===== src/pgmb_pkg.sv =====
// Package for the power-good mask bank: offsets, bit positions, reset tables
`default_nettype none
package pgmb_pkg;

  // Register offsets in the serial-bus register map
  localparam logic [7:0] PGMB_OFS_P4_FIRST  = 8'ha6;
  localparam logic [7:0] PGMB_OFS_P4_SECOND = 8'ha7;
  localparam logic [7:0] PGMB_OFS_P2_FIRST  = 8'ha8;
  localparam logic [7:0] PGMB_OFS_P2_SECOND = 8'ha9;
  localparam logic [7:0] PGMB_READ_NONE     = 8'h00;

  // First mask register bit positions
  localparam int PGMB_F_ADJ_SECOND = 7;
  localparam int PGMB_F_SWITCH_A1  = 6;
  localparam int PGMB_F_STEP_TOP   = 5;
  localparam int PGMB_F_STEP_LOW   = 0;

  // Second mask register bit positions
  localparam int PGMB_S_ENABLE_FIVE = 7;
  localparam int PGMB_S_ENABLE_FOUR = 6;
  localparam int PGMB_S_ENABLE_TWO  = 5;
  localparam int PGMB_S_ENABLE_ONE  = 4;
  localparam int PGMB_S_TERMINATION = 3;
  localparam int PGMB_S_SHARED      = 2;
  localparam int PGMB_S_SWITCH_B1   = 1;
  localparam int PGMB_S_ADJ_THIRD   = 0;

  localparam int PGMB_REG_W   = 8;
  localparam int PGMB_STEP_N  = 6;
  localparam int PGMB_SRC_N   = 16;
  localparam int PGMB_SYNC_N  = 3;

  // Factory variant whose shared slot carries load switch B2; the rest carry LDO A1
  localparam logic [1:0] PGMB_VARIANT_SWITCH = 2'h3;

  // Factory reset values, indexed by variant 0..3
  localparam logic [3:0][7:0] PGMB_RST_P4_FIRST  = {8'hff, 8'hf7, 8'hbf, 8'hf7};
  localparam logic [3:0][7:0] PGMB_RST_P4_SECOND = {8'hff, 8'h7f, 8'hff, 8'hbf};
  localparam logic [3:0][7:0] PGMB_RST_P2_FIRST  = {8'hc0, 8'hdf, 8'heb, 8'hdf};
  localparam logic [3:0][7:0] PGMB_RST_P2_SECOND = {8'hc7, 8'hff, 8'hfc, 8'h3f};

endpackage
`default_nettype wire


===== src/pgmb_sync_if.sv =====
// Interface carrying raw pin levels into the synchroniser and clean levels out
`timescale 1ns/100ps
`default_nettype none
interface pgmb_sync_if #(
  parameter int WIDTH = 16
);
  logic [WIDTH-1:0] raw;
  logic [WIDTH-1:0] clean;
  modport filt (input raw, output clean);
  modport user (output raw, input clean);
endinterface
`default_nettype wire


===== src/pgmb_sync.sv =====
// Three-flop synchroniser with agreement filter for asynchronous inputs
`timescale 1ns/100ps
`default_nettype none
module pgmb_sync
  import pgmb_pkg::*;
#(
  parameter int WIDTH = 16
) (
  input  wire logic      clk_in,
  input  wire logic      srst_in,
  pgmb_sync_if.filt      sif
);
  typedef struct packed {
    logic [WIDTH-1:0] s1;
    logic [WIDTH-1:0] s2;
    logic [WIDTH-1:0] s3;
    logic [WIDTH-1:0] clean;
  } pgmb_sync_state_t;

  pgmb_sync_state_t st;
  pgmb_sync_state_t next_st;

  always_comb begin
    next_st    = st;
    next_st.s1 = sif.raw;
    next_st.s2 = st.s1;
    next_st.s3 = st.s2;
    // A change counts once stages two and three agree
    for (int i = 0; i < WIDTH; i++) begin
      if (st.s2[i] == st.s3[i]) begin
        next_st.clean[i] = st.s3[i];
      end
    end
  end

  always_ff @(posedge clk_in) begin
    if (srst_in) begin
      st <= '0;
    end else begin
      st <= next_st;
    end
  end

  assign sif.clean = st.clean;
endmodule
`default_nettype wire


===== src/pgmb_top.sv =====
// Power-good mask bank: four mask registers and two power-good trees
// Notes on behaviour
// - Pin four first mask: LDO2, switch A1, steps
// - Pin four second mask high nibble: enable inputs
// - Pin four second mask low nibble: other rails
// - Shared bit-2 slot follows factory variant
// - Pin two first mask at A8h, same layout
// - Pin four second at A7h, RW, variant reset
`timescale 1ns/100ps
`default_nettype none
module pgmb_top
  import pgmb_pkg::*;
#(
  parameter logic [1:0] VARIANT = 2'h0
) (
  input  wire logic                  clk_in,
  input  wire logic                  srst_in,
  input  wire logic [PGMB_REG_W-1:0] reg_addr_in,
  input  wire logic                  reg_wr_in,
  input  wire logic                  reg_rd_in,
  input  wire logic [PGMB_REG_W-1:0] reg_wdata_in,
  output logic      [PGMB_REG_W-1:0] reg_rdata_out,
  output logic                       reg_ack_out,
  input  wire logic [PGMB_STEP_N-1:0] stepdown_rail_good_in,
  input  wire logic                  adjustable_linear_first_good_in,
  input  wire logic                  adjustable_linear_second_good_in,
  input  wire logic                  adjustable_linear_third_good_in,
  input  wire logic                  load_switch_a_one_good_in,
  input  wire logic                  load_switch_b_one_good_in,
  input  wire logic                  load_switch_b_two_good_in,
  input  wire logic                  termination_linear_good_in,
  input  wire logic                  enable_input_one_in,
  input  wire logic                  enable_input_two_in,
  input  wire logic                  enable_input_four_in,
  input  wire logic                  enable_input_five_in,
  output logic                       general_output_four_out,
  output logic                       general_output_two_out
);

  // Raw source positions on the synchroniser bus
  localparam int SRC_STEP_LOW  = 0;
  localparam int SRC_ADJ_FIRST = 6;
  localparam int SRC_ADJ_SEC   = 7;
  localparam int SRC_ADJ_THIRD = 8;
  localparam int SRC_SW_A1     = 9;
  localparam int SRC_SW_B1     = 10;
  localparam int SRC_SW_B2     = 11;
  localparam int SRC_TERM      = 12;
  localparam int SRC_EN_ONE    = 13;
  localparam int SRC_EN_TWO    = 14;
  localparam int SRC_EN_FOUR   = 15;
  localparam int SRC_EN_FIVE   = 16;
  localparam int SRC_W         = 17;

  typedef struct packed {
    logic [PGMB_REG_W-1:0] p4_first;
    logic [PGMB_REG_W-1:0] p4_second;
    logic [PGMB_REG_W-1:0] p2_first;
    logic [PGMB_REG_W-1:0] p2_second;
    logic                  out_four;
    logic                  out_two;
    logic [PGMB_REG_W-1:0] rdata;
    logic                  ack;
  } pgmb_state_t;

  pgmb_state_t st;
  pgmb_state_t next_st;

  logic [PGMB_REG_W-1:0] src_first;
  logic [PGMB_REG_W-1:0] src_second;
  logic                  shared_good;

  pgmb_sync_if #(.WIDTH(SRC_W)) sync_bus ();

  // All good and enable levels arrive from outside this clock domain
  assign sync_bus.raw[SRC_STEP_LOW +: PGMB_STEP_N] = stepdown_rail_good_in;
  assign sync_bus.raw[SRC_ADJ_FIRST]               = adjustable_linear_first_good_in;
  assign sync_bus.raw[SRC_ADJ_SEC]                 = adjustable_linear_second_good_in;
  assign sync_bus.raw[SRC_ADJ_THIRD]               = adjustable_linear_third_good_in;
  assign sync_bus.raw[SRC_SW_A1]                   = load_switch_a_one_good_in;
  assign sync_bus.raw[SRC_SW_B1]                   = load_switch_b_one_good_in;
  assign sync_bus.raw[SRC_SW_B2]                   = load_switch_b_two_good_in;
  assign sync_bus.raw[SRC_TERM]                    = termination_linear_good_in;
  assign sync_bus.raw[SRC_EN_ONE]                  = enable_input_one_in;
  assign sync_bus.raw[SRC_EN_TWO]                  = enable_input_two_in;
  assign sync_bus.raw[SRC_EN_FOUR]                 = enable_input_four_in;
  assign sync_bus.raw[SRC_EN_FIVE]                 = enable_input_five_in;

  pgmb_sync #(
    .WIDTH (SRC_W)
  ) u_sync (
    .clk_in  (clk_in),
    .srst_in (srst_in),
    .sif     (sync_bus.filt)
  );

  // Shared slot carries switch B2 on one variant, LDO A1 on the others
  always_comb begin
    if (VARIANT == PGMB_VARIANT_SWITCH) begin
      shared_good = sync_bus.clean[SRC_SW_B2];
    end else begin
      shared_good = sync_bus.clean[SRC_ADJ_FIRST];
    end
  end

  // Source vectors laid out bit for bit like the mask registers
  always_comb begin
    src_first                                   = '0;
    src_first[PGMB_F_ADJ_SECOND]                = sync_bus.clean[SRC_ADJ_SEC];
    src_first[PGMB_F_SWITCH_A1]                 = sync_bus.clean[SRC_SW_A1];
    src_first[PGMB_F_STEP_TOP:PGMB_F_STEP_LOW]  = sync_bus.clean[SRC_STEP_LOW +: PGMB_STEP_N];
  end

  always_comb begin
    src_second                     = '0;
    src_second[PGMB_S_ENABLE_FIVE] = sync_bus.clean[SRC_EN_FIVE];
    src_second[PGMB_S_ENABLE_FOUR] = sync_bus.clean[SRC_EN_FOUR];
    src_second[PGMB_S_ENABLE_TWO]  = sync_bus.clean[SRC_EN_TWO];
    src_second[PGMB_S_ENABLE_ONE]  = sync_bus.clean[SRC_EN_ONE];
    src_second[PGMB_S_TERMINATION] = sync_bus.clean[SRC_TERM];
    src_second[PGMB_S_SHARED]      = shared_good;
    src_second[PGMB_S_SWITCH_B1]   = sync_bus.clean[SRC_SW_B1];
    src_second[PGMB_S_ADJ_THIRD]   = sync_bus.clean[SRC_ADJ_THIRD];
  end

  always_comb begin
    next_st     = st;
    next_st.ack = 1'b0;

    // Register writes; unmapped offsets are ignored
    if (reg_wr_in) begin
      unique case (reg_addr_in)
        PGMB_OFS_P4_FIRST: begin
          next_st.p4_first = reg_wdata_in;
        end
        PGMB_OFS_P4_SECOND: begin
          next_st.p4_second = reg_wdata_in;
        end
        PGMB_OFS_P2_FIRST: begin
          next_st.p2_first = reg_wdata_in;
        end
        PGMB_OFS_P2_SECOND: begin
          next_st.p2_second = reg_wdata_in;
        end
        default: begin
          next_st.p4_first = st.p4_first;
        end
      endcase
    end

    // Register reads; unmapped offsets read zero
    if (reg_rd_in) begin
      next_st.ack = 1'b1;
      unique case (reg_addr_in)
        PGMB_OFS_P4_FIRST: begin
          next_st.rdata = st.p4_first;
        end
        PGMB_OFS_P4_SECOND: begin
          next_st.rdata = st.p4_second;
        end
        PGMB_OFS_P2_FIRST: begin
          next_st.rdata = st.p2_first;
        end
        PGMB_OFS_P2_SECOND: begin
          next_st.rdata = st.p2_second;
        end
        default: begin
          next_st.rdata = PGMB_READ_NONE;
        end
      endcase
    end

    // A set mask bit forces its source to count as good
    next_st.out_four = &(src_first | st.p4_first) & &(src_second | st.p4_second);
    next_st.out_two  = &(src_first | st.p2_first) & &(src_second | st.p2_second);
  end

  always_ff @(posedge clk_in) begin
    if (srst_in) begin
      st           <= '0;
      st.p4_first  <= PGMB_RST_P4_FIRST[VARIANT];
      st.p4_second <= PGMB_RST_P4_SECOND[VARIANT];
      st.p2_first  <= PGMB_RST_P2_FIRST[VARIANT];
      st.p2_second <= PGMB_RST_P2_SECOND[VARIANT];
    end else begin
      st <= next_st;
    end
  end

  assign reg_rdata_out           = st.rdata;
  assign reg_ack_out             = st.ack;
  assign general_output_four_out = st.out_four;
  assign general_output_two_out  = st.out_two;

endmodule
`default_nettype wire


===== config.mk =====
export PLATFORM = sky130hd
export DESIGN_NAME = pgmb_top
export DESIGN_NICKNAME = d
export VERILOG_FILES = /design/src/pgmb_pkg.sv /design/src/pgmb_sync_if.sv /design/src/pgmb_sync.sv /design/src/pgmb_top.sv
export SDC_FILE = /design/constraint.sdc
export NUM_CORES = 1
export LEC_CHECK = 0
export BUFFER_PORTS_ARGS = -buffer_cell sky130_fd_sc_hd__buf_2
export CORE_MARGIN = 5
export CORE_UTILIZATION = 45
export DETAILED_ROUTE_END_ITERATION = 16
export PLACE_DENSITY_LB_ADDON = 0.2
export SLEW_MARGIN = 10
export SYNTH_ARGS = -nofsm -noshare
export SYNTH_HDL_FRONTEND = slang
export SYNTH_SLANG_ARGS = --single-unit

===== constraint.sdc =====
create_clock -name clk_in -period 1.5 [get_ports clk_in]
set_input_delay 0.15 -clock clk_in [delete_from_list [all_inputs] [get_ports clk_in]]
set_output_delay 0.15 -clock clk_in [all_outputs]
set_load 0.01 [all_outputs]

Word level (Yosys, flattened, before mapping)
Cells that the tools add are included.
- equality and inequality tests: 20
- reductions and logical operators: 8
- mux-type cells: 2
- bitwise operators: 6
- operators by type and width (cell ; count):
    $eq 8x8->1 const B ; 4
    $or 8x8->8 ; 4
    $pmux 8 s4 ; 1
    $reduce_and 8->1 ; 4
    $eq 1x1->1 ; 16
    $reduce_and 2->1 ; 4
    $and 1x1->1 ; 2
    $mux 1 ; 1
- output and inout bits: 11
- input bits: 37
- register bits: 110
- logic and storage cells: 63

Logic depth before layout (Yosys ltp)
Gate-level depths: netlist of run 1.
- word-level depth: 3
- depth in mapped cells: 5
- mapped depth without buffers: 3

Modules after synthesis
From an unflattened synthesis of run 1, not the netlist that was laid out.
- cells, all modules: 403
- area, all modules: 4146.5 um2
- modules (own cells, without submodules) (module ; times used ; area each (um2) ; cells an instance):
    pgmb_sync ; 1 ; 2095.8 ; 194
    pgmb_top ; 1 ; 2050.7 ; 209

Worst setup path before layout of run 1
Ideal clock, no wire load.
- kind: input port to flip-flop
- start: input port reg_addr_in[6]
- end: register st[11] in the netlist's numbering
- buffers on the path: 1
- stages on the path: 4
- arrival time: 1.263 ns
- library setup time: 0.126 ns
- required time: 1.374 ns
- path slack: 0.111 ns
- cell sequence: nand4bb_1 > or3_1 > buf_6 > mux2i_1
- cells in the longest elaborated chain, start to end: 2
- RTL lines (element ; RTL line ; text):
    start, declared ; pgmb_top.sv:18 ; input wire logic [PGMB_REG_W-1:0] reg_addr_in,
    $eq 8x8->1 ; pgmb_top.sv:132 ; unique case (reg_addr_in)
    $reduce_and 2->1 (no line) ; - ;
    end signal, assigned ; pgmb_top.sv:186 ; st <= next_st;
    end, declared ; pgmb_top.sv:66 ; pgmb_state_t st;
No other way between the ends.
A chain may end at the register's enable or synchronous reset.

Final worst setup path of run 1
- start: register st[23] in the netlist's numbering
- end: register st, in the netlist general_output_two_out
- cells in the longest elaborated chain, start to end: 3
- RTL lines (element ; RTL line ; text):
    $or 8x8->8 ; pgmb_top.sv:175 ; next_st.out_two = &(src_first | st.p2_first) & &(src_second | st.p2_second);
    $reduce_and 8->1 ; pgmb_top.sv:175 ;
    $and 1x1->1 ; pgmb_top.sv:175 ;
No other way between the ends.

==> reports/qor.csv, run 1 <==
stage,metric,value,unit
status,status,"finished, final reports clean",
sta,slew of the pin with the lowest slew margin,0.496,ns
final_layout,Syn-to-layout area delta,19.0,%
critical_path,Crit. End Element,flip-flop,
final_layout,fin util,0.555,
sta,Hold WS,0.0155,ns
clock_tree,total CTS buffers,9,
final_layout,"most common cell after layout, fill and taps aside",dfxtp_1,
sta,RSZ-0062 raised after global routing,false,
pwr,Pleak,1.94,nW
route,ANT nets after route,0,
route,Iter 0 DRT Violations,96,
sta,"Hold Vio Cnt, Final",0,
clock_tree,htree depth,3,
logic_synthesis,mux cell area share after synthesis,0.124,
global_routing,total track usage,0.153,
final_layout,most frequent cells in the layout,"dfxtp_1, nor2b_1, mux2i_1, buf_2, nor2_1",
sta,fin crit share,0.949,
floorplanning,Initial Util,0.467,
clock_tree,"Clk pin slew, worst setup/hold paths",0.10,ns
clock_tree,CTS Sinks,107,
final_layout,ratio of cells with drive above 1 in the final layout,0.200,
route,final wirelength,7.64,mm
floorplanning,die height,103,um
placement,post-DP HPWL,5.36,mm
sta,Clock Skew,0.0108,ns
clock_tree,postcts setup bufs,0,
floorplanning,Die Width,103,um
logic_synthesis,Synth area leaders,"dfxtp_1, mux2i_1, nor2b_1",
route,DRC,0,
sta,fmax,0.703,GHz
logic_synthesis,Gate Count Post-Synth,374,
min_path,HP Class,input pin to flip-flop,
route,vias per cell,4.93,
logic_synthesis,synth warn,0,
route,Met1 Routed Length,3.54,mm
global_routing,global-route wire length before repair,12.5,mm
clock_tree,worst skew pair latency,0.36,ns
route,vias,2714,
critical_path,startpoint types,flip-flop,
logic_synthesis,post-synth top area share,0.553,
logic_synthesis,post-synthesis compound-gate area fraction,0.102,
final_layout,Final Net Count,477,
placement,Port-buffer cells,46,
pwr,maximum vdd drop,0.589,mV
route,met2 WL,3.51,mm
logic_synthesis,part of the Yosys area used for sequential elements,0.553,
clock_tree,CTS tree,built,
logic_synthesis,Synth Area in XOR/XNOR,0,
sta,Max Slew Vio Count,0,
critical_path,crit-path max FO,3,
logic_synthesis,largest family of logic cells by synthesized area,simple AND/OR/NAND/NOR gates,
floorplanning,core area,0.00830,mm^2
logic_synthesis,Netlist Area Pre-Place,0.00387,mm^2
clock_tree,clk root buf,clkbuf_8,
logic_synthesis,average size of a mapped cell,10.4,um^2
floorplanning,full die area,0.0106,mm^2
floorplanning,IO Pins,48,
clock_tree,Max clock buf depth,2,
final_layout,Ant. Diodes,0,
pwr,Cell Pwr Density,1070,mW/mm^2
global_routing,initial antenna violation count,0,
logic_synthesis,dominant cell type by area after synthesis,dfxtp_1,
critical_path,Worst EP required,1.77,ns
floorplanning,Site Rows,33,
logic_synthesis,Seq cells post-synth,107,
sta,final setup violation count,0,
route,WL/cell,13.9,um
logic_synthesis,Yosys cell types,24,
global_routing,largest net degree at the start of global routing,43,
logic_synthesis,Simple-Gate Fraction of Synth Area,0.180,
job,Max Cap Viol,0,
route,met3 WL post-DR,462,um
critical_path,critical path arrival,1.70,ns
critical_path,critical path type,flip-flop to flip-flop,
logic_synthesis,Post-Syn Nets,411,
route,highest routed layer,met4,
logic_synthesis,fraction of the mapped netlist area in adder cells,0,
sta,minimum clock period,1.42,ns
global_routing,grt ovf,0,
global_routing,vias in the first global route,2514,
route,first drt pass iteration count,4,
placement,routability cong.,0.879,
sta,Max-slew headroom,0.668,
[timing repair]
item,CTS,global route
hold buffers,15,0
gates resized for setup,1,3
endpoints found under the setup margin,1,2
endpoints found under the hold margin,15,0
pin swaps,0,0
[path summary, 6_finish.rpt]
path / endpoint / startpoint / cells past startpoint / slack (ns)
worst max register to register: general_output_two_out$_SDFF_PP0_ / st[23]$_SDFFE_PP1P_ / 3 / 0.08
worst max-delay path: general_output_two_out$_SDFF_PP0_ / st[23]$_SDFFE_PP1P_ / 3 / 0.08
worst min register to register: u_sync.next_st[33]$_SDFF_PP0_ / u_sync.next_st[50]$_SDFF_PP0_ / 1 / 0.44
worst min-delay path: u_sync.next_st[49]$_SDFF_PP0_ / enable_input_four_in / 2 / 0.02
[cell type report]
cell class	instances	area [um^2]
Clock buffer	11	141
Inverter	1	3.75
Multi-Input combinational cell	240	1580
Timing Repair Buffer	81	546
Clock inverter	5	60.1
Fill cell	759	3690
Tap cell	105	131
Sequential cell	107	2150
[power breakdown]
| part | internal (mW) | switching, mW | total (mW) | leakage (nW) |
|---|---|---|---|---|
| clock | 0.825 | 0.935 | 1.76 | 0.0999 |
| combinational | 0.134 | 0.128 | 0.262 | 0.963 |
| sequential | 2.89 | 0.0204 | 2.91 | 0.873 |
| total | 3.85 | 1.08 | 4.94 | 1.94 |
[state kept, by name (all words and copies together) (netlist names)]
signal                   flops
reg_rdata_out                8
st                          32
u_sync.sif.clean            16
u_sync.st                   16
u_sync.next_st              32
general_output_four_out      1
reg_ack_out                  1
general_output_two_out       1
[worst max-delay path, cell delays in order, from the launching register on]
cell and delay [ns]:
dfxtp_1 0.38, o22ai_1 0.10, or4_1 0.56, nor4_2 0.31
[metal layers]
layer,vias up,GRT usage
met1,1228,0.203
met4,0,0.0608
met3,13,0.0359
met5,-,0
li1,1406,-
met2,67,0.243
[cells by family (layout without fill, tap and decap cells)]
kind of cell,after synthesis,in the layout
AOI/OAI and AO/OA,63,63
buffers and inverters,27,98
DFF,107,107
muxes,48,48
and+or+nand+nor,129,129
[Yosys cell counts, drive strengths merged]
cell,instances
a2111oi,1
a21oi,16
a22o,8
buf,18
clkbuf,8
dfxtp,107
inv,1
mux2i,48
nand2,17
nand2b,10
nand3b,1
nand4bb,1
nor2,41
nor2b,48
nor3,2
nor4,2
o21ai,16
o22ai,22
or3,2
or3b,1
or4,4
[metrics by stage]
| stage | TNS, ns | power (mW) | std cells | setup WS [ns] | cell area, um^2 |
|---|---|---|---|---|---|
| finish | 0 | 4.94 | 550 | 0.0769 | 4610 |
| global route | 0 | 5.15 | 550 | 0.00384 | 4610 |
| CTS | 0 | 5.00 | 550 | 0.0101 | 4600 |
| detailed placement | -0.00185 | 3.22 | 519 | -0.00185 | 4250 |
| global placement | 0 | 3.21 | 519 | 0.0508 | 4250 |
| floorplan | 0 | 3.12 | 374 | 0.111 | 3870 |
Power figures use the tool's default switching activity.
==> run 2, diff against run 1 <==
Settings changed: CORE_UTILIZATION 45 to 57.
==> reports/qor.csv, run 2 (synthesis gave the netlist of run 1 again) <==
stage,metric,value,unit,change
placement,routability cong.,0.937,,+6.6%
route,ANT nets after route,0,,unchanged
final_layout,fin cells,529,,-3.8%
floorplanning,Site Rows,30,,-9.1%
clock_tree,CTS Sinks,107,,unchanged
min_path,launch point of the worst hold path,reg_wdata_in[7],,
clock_tree,"Clk pin slew, worst setup/hold paths",0.10,ns,about the same
sta,fin crit share,0.942,,-0.00691
route,WL/cell,14.6,um,+5.3%
sta,slew of the pin with the lowest slew margin,0.501,ns,+0.00525 ns
sta,final setup violation count,0,,unchanged
pwr,Flop pwr share,0.602,,+0.012
critical_path,Worst EP required,1.77,ns,about the same
job,Max Cap Viol,0,,unchanged
sta,minimum clock period,1.41,ns,-0.0104 ns
sta,Max Slew Vio Count,0,,unchanged
status,status,"finished, final reports clean",,
final_layout,ratio of cells with drive above 1 in the final layout,0.203,,+0.00267
floorplanning,die height,92.4,um,-10%
critical_path,crit-path max FO,4,,+1
critical_path,Critical Path Source,u_sync.sif.clean[7]$_SDFFE_PP0N_,,
final_layout,Ant. Diodes,0,,unchanged
sta,"Hold Vio Cnt, Final",0,,unchanged
critical_path,r2r setup slk,0.09,ns,about the same
route,first drt pass iteration count,4,,unchanged
route,final wirelength,7.74,mm,+1.3%
route,DRC,0,,unchanged
critical_path,CP Cell Sequence,o22ai_1 > or4_1 > nor4_2,,
sta,Clock Skew,0.00619,ns,-0.00460 ns
global_routing,vias in the first global route,2590,,+3.0%
critical_path,R2R depth,3,,unchanged
global_routing,initial antenna violation count,0,,unchanged
critical_path,max incr delay on CP,0.49,ns,-0.07 ns
critical_path,Crit path max-delay family,simple AND/OR/NAND/NOR gates,,
sta,RSZ-0062 raised after global routing,false,,
sta,Max-slew headroom,0.665,,-0.00351
clock_tree,htree depth,3,,unchanged
pwr,Comb pwr share,0.056,,+0.003
clock_tree,worst skew pair latency,0.36,ns,about the same
route,vias,2775,,+2.2%
floorplanning,full die area,0.00854,mm^2,-19%
final_layout,Final Net Count,481,,+0.84%
critical_path,startpoint types,flip-flop,,
critical_path,FF-to-FF End,general_output_two_out$_SDFF_PP0_,,
pwr,P_sw,1.14,mW,+5.0%
floorplanning,Die Width,92.4,um,-10%
critical_path,critical path arrival,1.68,ns,-0.02 ns
min_path,HP Class,input pin to flip-flop,,
clock_tree,CTS tree,built,,
route,Iter 0 DRT Violations,198,,+110%
clock_tree,clk root buf,clkbuf_8,,
global_routing,grt ovf,0,,unchanged
pwr,Switching Share,0.235,,+0.0157
final_layout,Syn-to-layout area delta,18.9,%,
clock_tree,Max clock buf depth,2,,unchanged
floorplanning,core area,0.00672,mm^2,-19%
min_path,hold path cells,3,,+1
global_routing,largest net degree at the start of global routing,59,,+37%
sta,setup_tns,0,ns,unchanged
pwr,maximum vdd drop,0.850,mV,+44%
pwr,Int Power,3.70,mW,-3.9%
route,vias per cell,5.25,,+6.3%
final_layout,"most common cell after layout, fill and taps aside",dfxtp_1,,
pwr,Clock Power Share,0.342,,-0.015
critical_path,buffers and inverters on the worst path,0,,unchanged
placement,Port-buffer cells,46,,unchanged
placement,post-DP HPWL,5.36,mm,-0.12%
critical_path,worst r2r src,u_sync.sif.clean[7]$_SDFFE_PP0N_,,
final_layout,fin util,0.685,,+0.130
final_layout,most frequent cells in the layout,"dfxtp_1, nor2b_1, mux2i_1, buf_2, nor2_1",,
floorplanning,IO Pins,48,,unchanged
global_routing,global-route wire length before repair,12.4,mm,-0.28%
critical_path,crit path max-delay cell type,or4_1,,
placement,Placed Cells incl. Taps,497,,-4.2%
floorplanning,Initial Util,0.576,,+0.110
min_path,Hold Path Sink,st[18]$_SDFFE_PP0P_,,
global_routing,total track usage,0.188,,+0.0349
critical_path,critical path type,flip-flop to flip-flop,,
critical_path,Crit. End Element,flip-flop,,
pwr,Overall Power,4.84,mW,-2.0%
sta,fmax,0.708,GHz,+0.73%
pwr,Pleak,1.95,nW,+0.85%
pwr,Cell Pwr Density,1050,mW/mm^2,-1.9%
clock_tree,total CTS buffers,9,,unchanged
## run 2: worst max path at each step
stage / endpoint / depth (start not counted)
CTS: general_output_two_out$_SDFF_PP0_ / 3
finish: general_output_two_out$_SDFF_PP0_ / 3
global route: general_output_two_out$_SDFF_PP0_ / 3
global placement: st[13]$_SDFFE_PP1P_ / 5
detailed placement: st[16]$_SDFFE_PP1P_ / 5
floorplan: st[11]$_SDFFE_PP1P_ / 4
## run 2: worst min-delay path, cell delays in order
cell	delay, ns
buf_2	0.10
nand2b_1	0.05
mux2i_1	0.05
## run 2: per-stage QoR
| stage | hold WS, ns | cell area (um^2) | setup WS (ns) |
|---|---|---|---|
| after CTS | 0.0237 | 4600 | 0.0312 |
| after floorplan | 0.278 | 3870 | 0.111 |
| after detailed placement | 0.363 | 4250 | 0.0191 |
| after global routing | 0.0322 | 4600 | 0.0428 |
| final | 0.0414 | 4600 | 0.0873 |
| after global placement | 0.359 | 4250 | 0.0571 |
## run 2: routing by layer
layer / up-vias / global-route usage / share of wire
li1: 1418 / - / -
met1: 1268 / 0.239 / 0.45
met3: 13 / 0.0463 / 0.056
met4: 0 / 0.0953 / 0.024
met5: - / 0 / 0
met2: 76 / 0.297 / 0.47
## run 2: timing repair
item | CTS | global route
hold buffers | 16 | 0
endpoints found under the setup margin | 0 | 1
buffers inserted | 0 | 0
gates resized for setup | 0 | 2
endpoints found under the hold margin | 16 | 0
## run 2: layout make-up
cell class                 count  area [um^2]
multi-input combinational    240         1580
fill                         516         2120
clock inverter                 6         47.5
clock buffer                  10          138
tap                           80          100
sequential                   107         2140
inverter                       1         3.75
timing repair buffer          85          591
## run 2: power by group through the flow
stage / Clock (mW) / Sequential [mW] / Combinational (mW)
global route: 1.83 / 2.92 / 0.298
detailed placement: 0 / 2.98 / 0.239
finish: 1.65 / 2.91 / 0.270
CTS: 1.70 / 2.91 / 0.271
floorplan: 0 / 2.97 / 0.149
global placement: 0 / 2.98 / 0.234
==> run 3, diff against run 2 <==
Settings changed: CORE_UTILIZATION 57 to 61, GPL_ROUTABILITY_DRIVEN from default to 0, REMOVE_ABC_BUFFERS from default to 1.
Clock period 1.5 ns to 1.8 ns, I/O delays scaled along.
==> reports/qor.csv, run 3 (synthesis gave the netlist of run 1 again) <==
stage,metric,value,unit,change
status,status,"finished, final reports clean",,
critical_path,startpoint types,flip-flop,,
floorplanning,Die Width,89.7,um,-3.0%
route,final wirelength,7.32,mm,-5.4%
critical_path,CP Cell Sequence,o22ai_1 > or4_1 > nor4_1,,
pwr,Cell Pwr Density,946,mW/mm^2,-10%
floorplanning,die height,89.7,um,-3.0%
clock_tree,htree depth,3,,unchanged
final_layout,Syn-to-layout area delta,11.9,%,
sta,fin crit share,0.839,,-0.103
sta,Max Slew Vio Count,0,,unchanged
critical_path,Worst EP required,2.06,ns,+0.29 ns
critical_path,Critical Path Source,u_sync.sif.clean[6]$_SDFFE_PP0N_,,
sta,final setup violation count,0,,unchanged
clock_tree,CTS tree,built,,
placement,Placed Cells incl. Taps,480,,-3.4%
route,DRC,0,,unchanged
critical_path,Crit path max-delay family,simple AND/OR/NAND/NOR gates,,
clock_tree,CTS Sinks,107,,unchanged
sta,Clock Skew,0.00832,ns,+0.00213 ns
final_layout,ratio of cells with drive above 1 in the final layout,0.177,,-0.0261
route,Iter 0 DRT Violations,157,,-21%
critical_path,max incr delay on CP,0.53,ns,+0.04 ns
sta,"Hold Vio Cnt, Final",0,,unchanged
final_layout,most frequent cells in the layout,"dfxtp_1, nor2b_1, mux2i_1, buf_2, nor2_1",,
sta,setup_tns,0,ns,unchanged
placement,post-DP HPWL,5.04,mm,-5.9%
global_routing,largest net degree at the start of global routing,75,,+27%
final_layout,fin cells,496,,-6.2%
route,vias per cell,5.46,,+4.0%
sta,Max-slew headroom,0.645,,-0.0199
global_routing,grt ovf,0,,unchanged
clock_tree,post_cts resized,0,,unchanged
placement,setup slack at placement,0.140,ns,+0.121 ns
critical_path,worst r2r src,u_sync.sif.clean[6]$_SDFFE_PP0N_,,
floorplanning,full die area,0.00804,mm^2,-5.9%
min_path,launch point of the worst hold path,stepdown_rail_good_in[3],,
floorplanning,IO Pins,48,,unchanged
global_routing,GR Util met3,0.0301,,-0.0162
route,ANT nets after route,0,,unchanged
sta,minimum clock period,1.51,ns,+0.0973 ns
critical_path,crit-path max FO,4,,unchanged
global_routing,met1 track demand over resource,0.245,,+0.00566
sta,setup ws final,0.290,ns,+0.203 ns
sta,slew of the pin with the lowest slew margin,0.532,ns,+0.0317 ns
pwr,maximum vdd drop,0.585,mV,-31%
global_routing,total track usage,0.196,,+0.00724
min_path,HP Class,input pin to flip-flop,,
route,WL/cell,14.8,um,+0.91%
placement,Port-buffer cells,46,,unchanged
clock_tree,Max clock buf depth,2,,unchanged
clock_tree,postcts setup bufs,0,,unchanged
final_layout,Final Net Count,451,,-6.2%
route,first drt pass iteration count,4,,unchanged
global_routing,global-route wire length before repair,12.0,mm,-3.9%
job,Max Cap Viol,0,,unchanged
clock_tree,clk root buf,clkbuf_8,,
sta,Hold WS,0.0163,ns,-0.0251 ns
route,vias,2706,,-2.5%
critical_path,critical path arrival,1.77,ns,+0.09 ns
critical_path,Crit. End Element,flip-flop,,
final_layout,"most common cell after layout, fill and taps aside",dfxtp_1,,
critical_path,crit path max-delay cell type,or4_1,,
clock_tree,hold_buf cts,0,,-16
final_layout,Ant. Diodes,0,,unchanged
critical_path,critical path type,flip-flop to flip-flop,,
global_routing,most crowded layer after global routing,met2,,
floorplanning,Initial Util,0.617,,+0.0406
pwr,Overall Power,4.10,mW,-15%
sta,fmax,0.662,GHz,-6.4%
clock_tree,"Clk pin slew, worst setup/hold paths",0.09,ns,about the same
clock_tree,worst skew pair latency,0.36,ns,about the same
sta,RSZ-0062 raised after global routing,false,,
global_routing,initial antenna violation count,0,,unchanged
global_routing,grt met2 use,0.326,,+0.0292
global_routing,vias in the first global route,2627,,+1.4%
floorplanning,Site Rows,29,,-3.3%
floorplanning,core area,0.00628,mm^2,-6.6%
clock_tree,total CTS buffers,9,,unchanged
pwr,Pleak,1.82,nW,-6.6%
critical_path,buffers and inverters on the worst path,0,,unchanged
[run 3: cell type report]
class / count / area [um^2]
inverters: 1 / 3.75
fillers: 506 / 1940
repair buffers: 55 / 313
multi-input cells: 240 / 1570
clock inverters: 4 / 48.8
flip-flops and latches: 107 / 2140
well taps: 77 / 96.3
clock buffers: 12 / 155
[run 3: where the power goes]
part | internal [mW] | switching, mW
Clock | 0.718 | 0.763
Sequential | 2.41 | 0.0170
Combinational | 0.0899 | 0.102
Total | 3.22 | 0.882
[run 3: path summary, 6_finish.rpt]
path / depth (start not counted) / to / slack (ns)
max: 3 / general_output_two_out$_SDFF_PP0_ / 0.29
max reg2reg: 3 / general_output_two_out$_SDFF_PP0_ / 0.29
min: 2 / u_sync.next_st[37]$_SDFF_PP0_ / 0.02
min reg2reg: 1 / u_sync.next_st[31]$_SDFF_PP0_ / 0.43
[run 3: through the flow]
step	area, um^2	utilization
6_report	4330	0.690
5_1_grt	4330	0.690
4_1_cts	4330	0.690
3_5_place_dp	4130	0.658
3_3_place_gp	4130	0.658
2_1_floorplan	3720	-
[run 3: metal layers]
layer	part of all wire	vias to the layer above
met4	0.020	0
met3	0.056	12
met1	0.45	1270
li1	-	1352
met2	0.48	72
met5	0	-
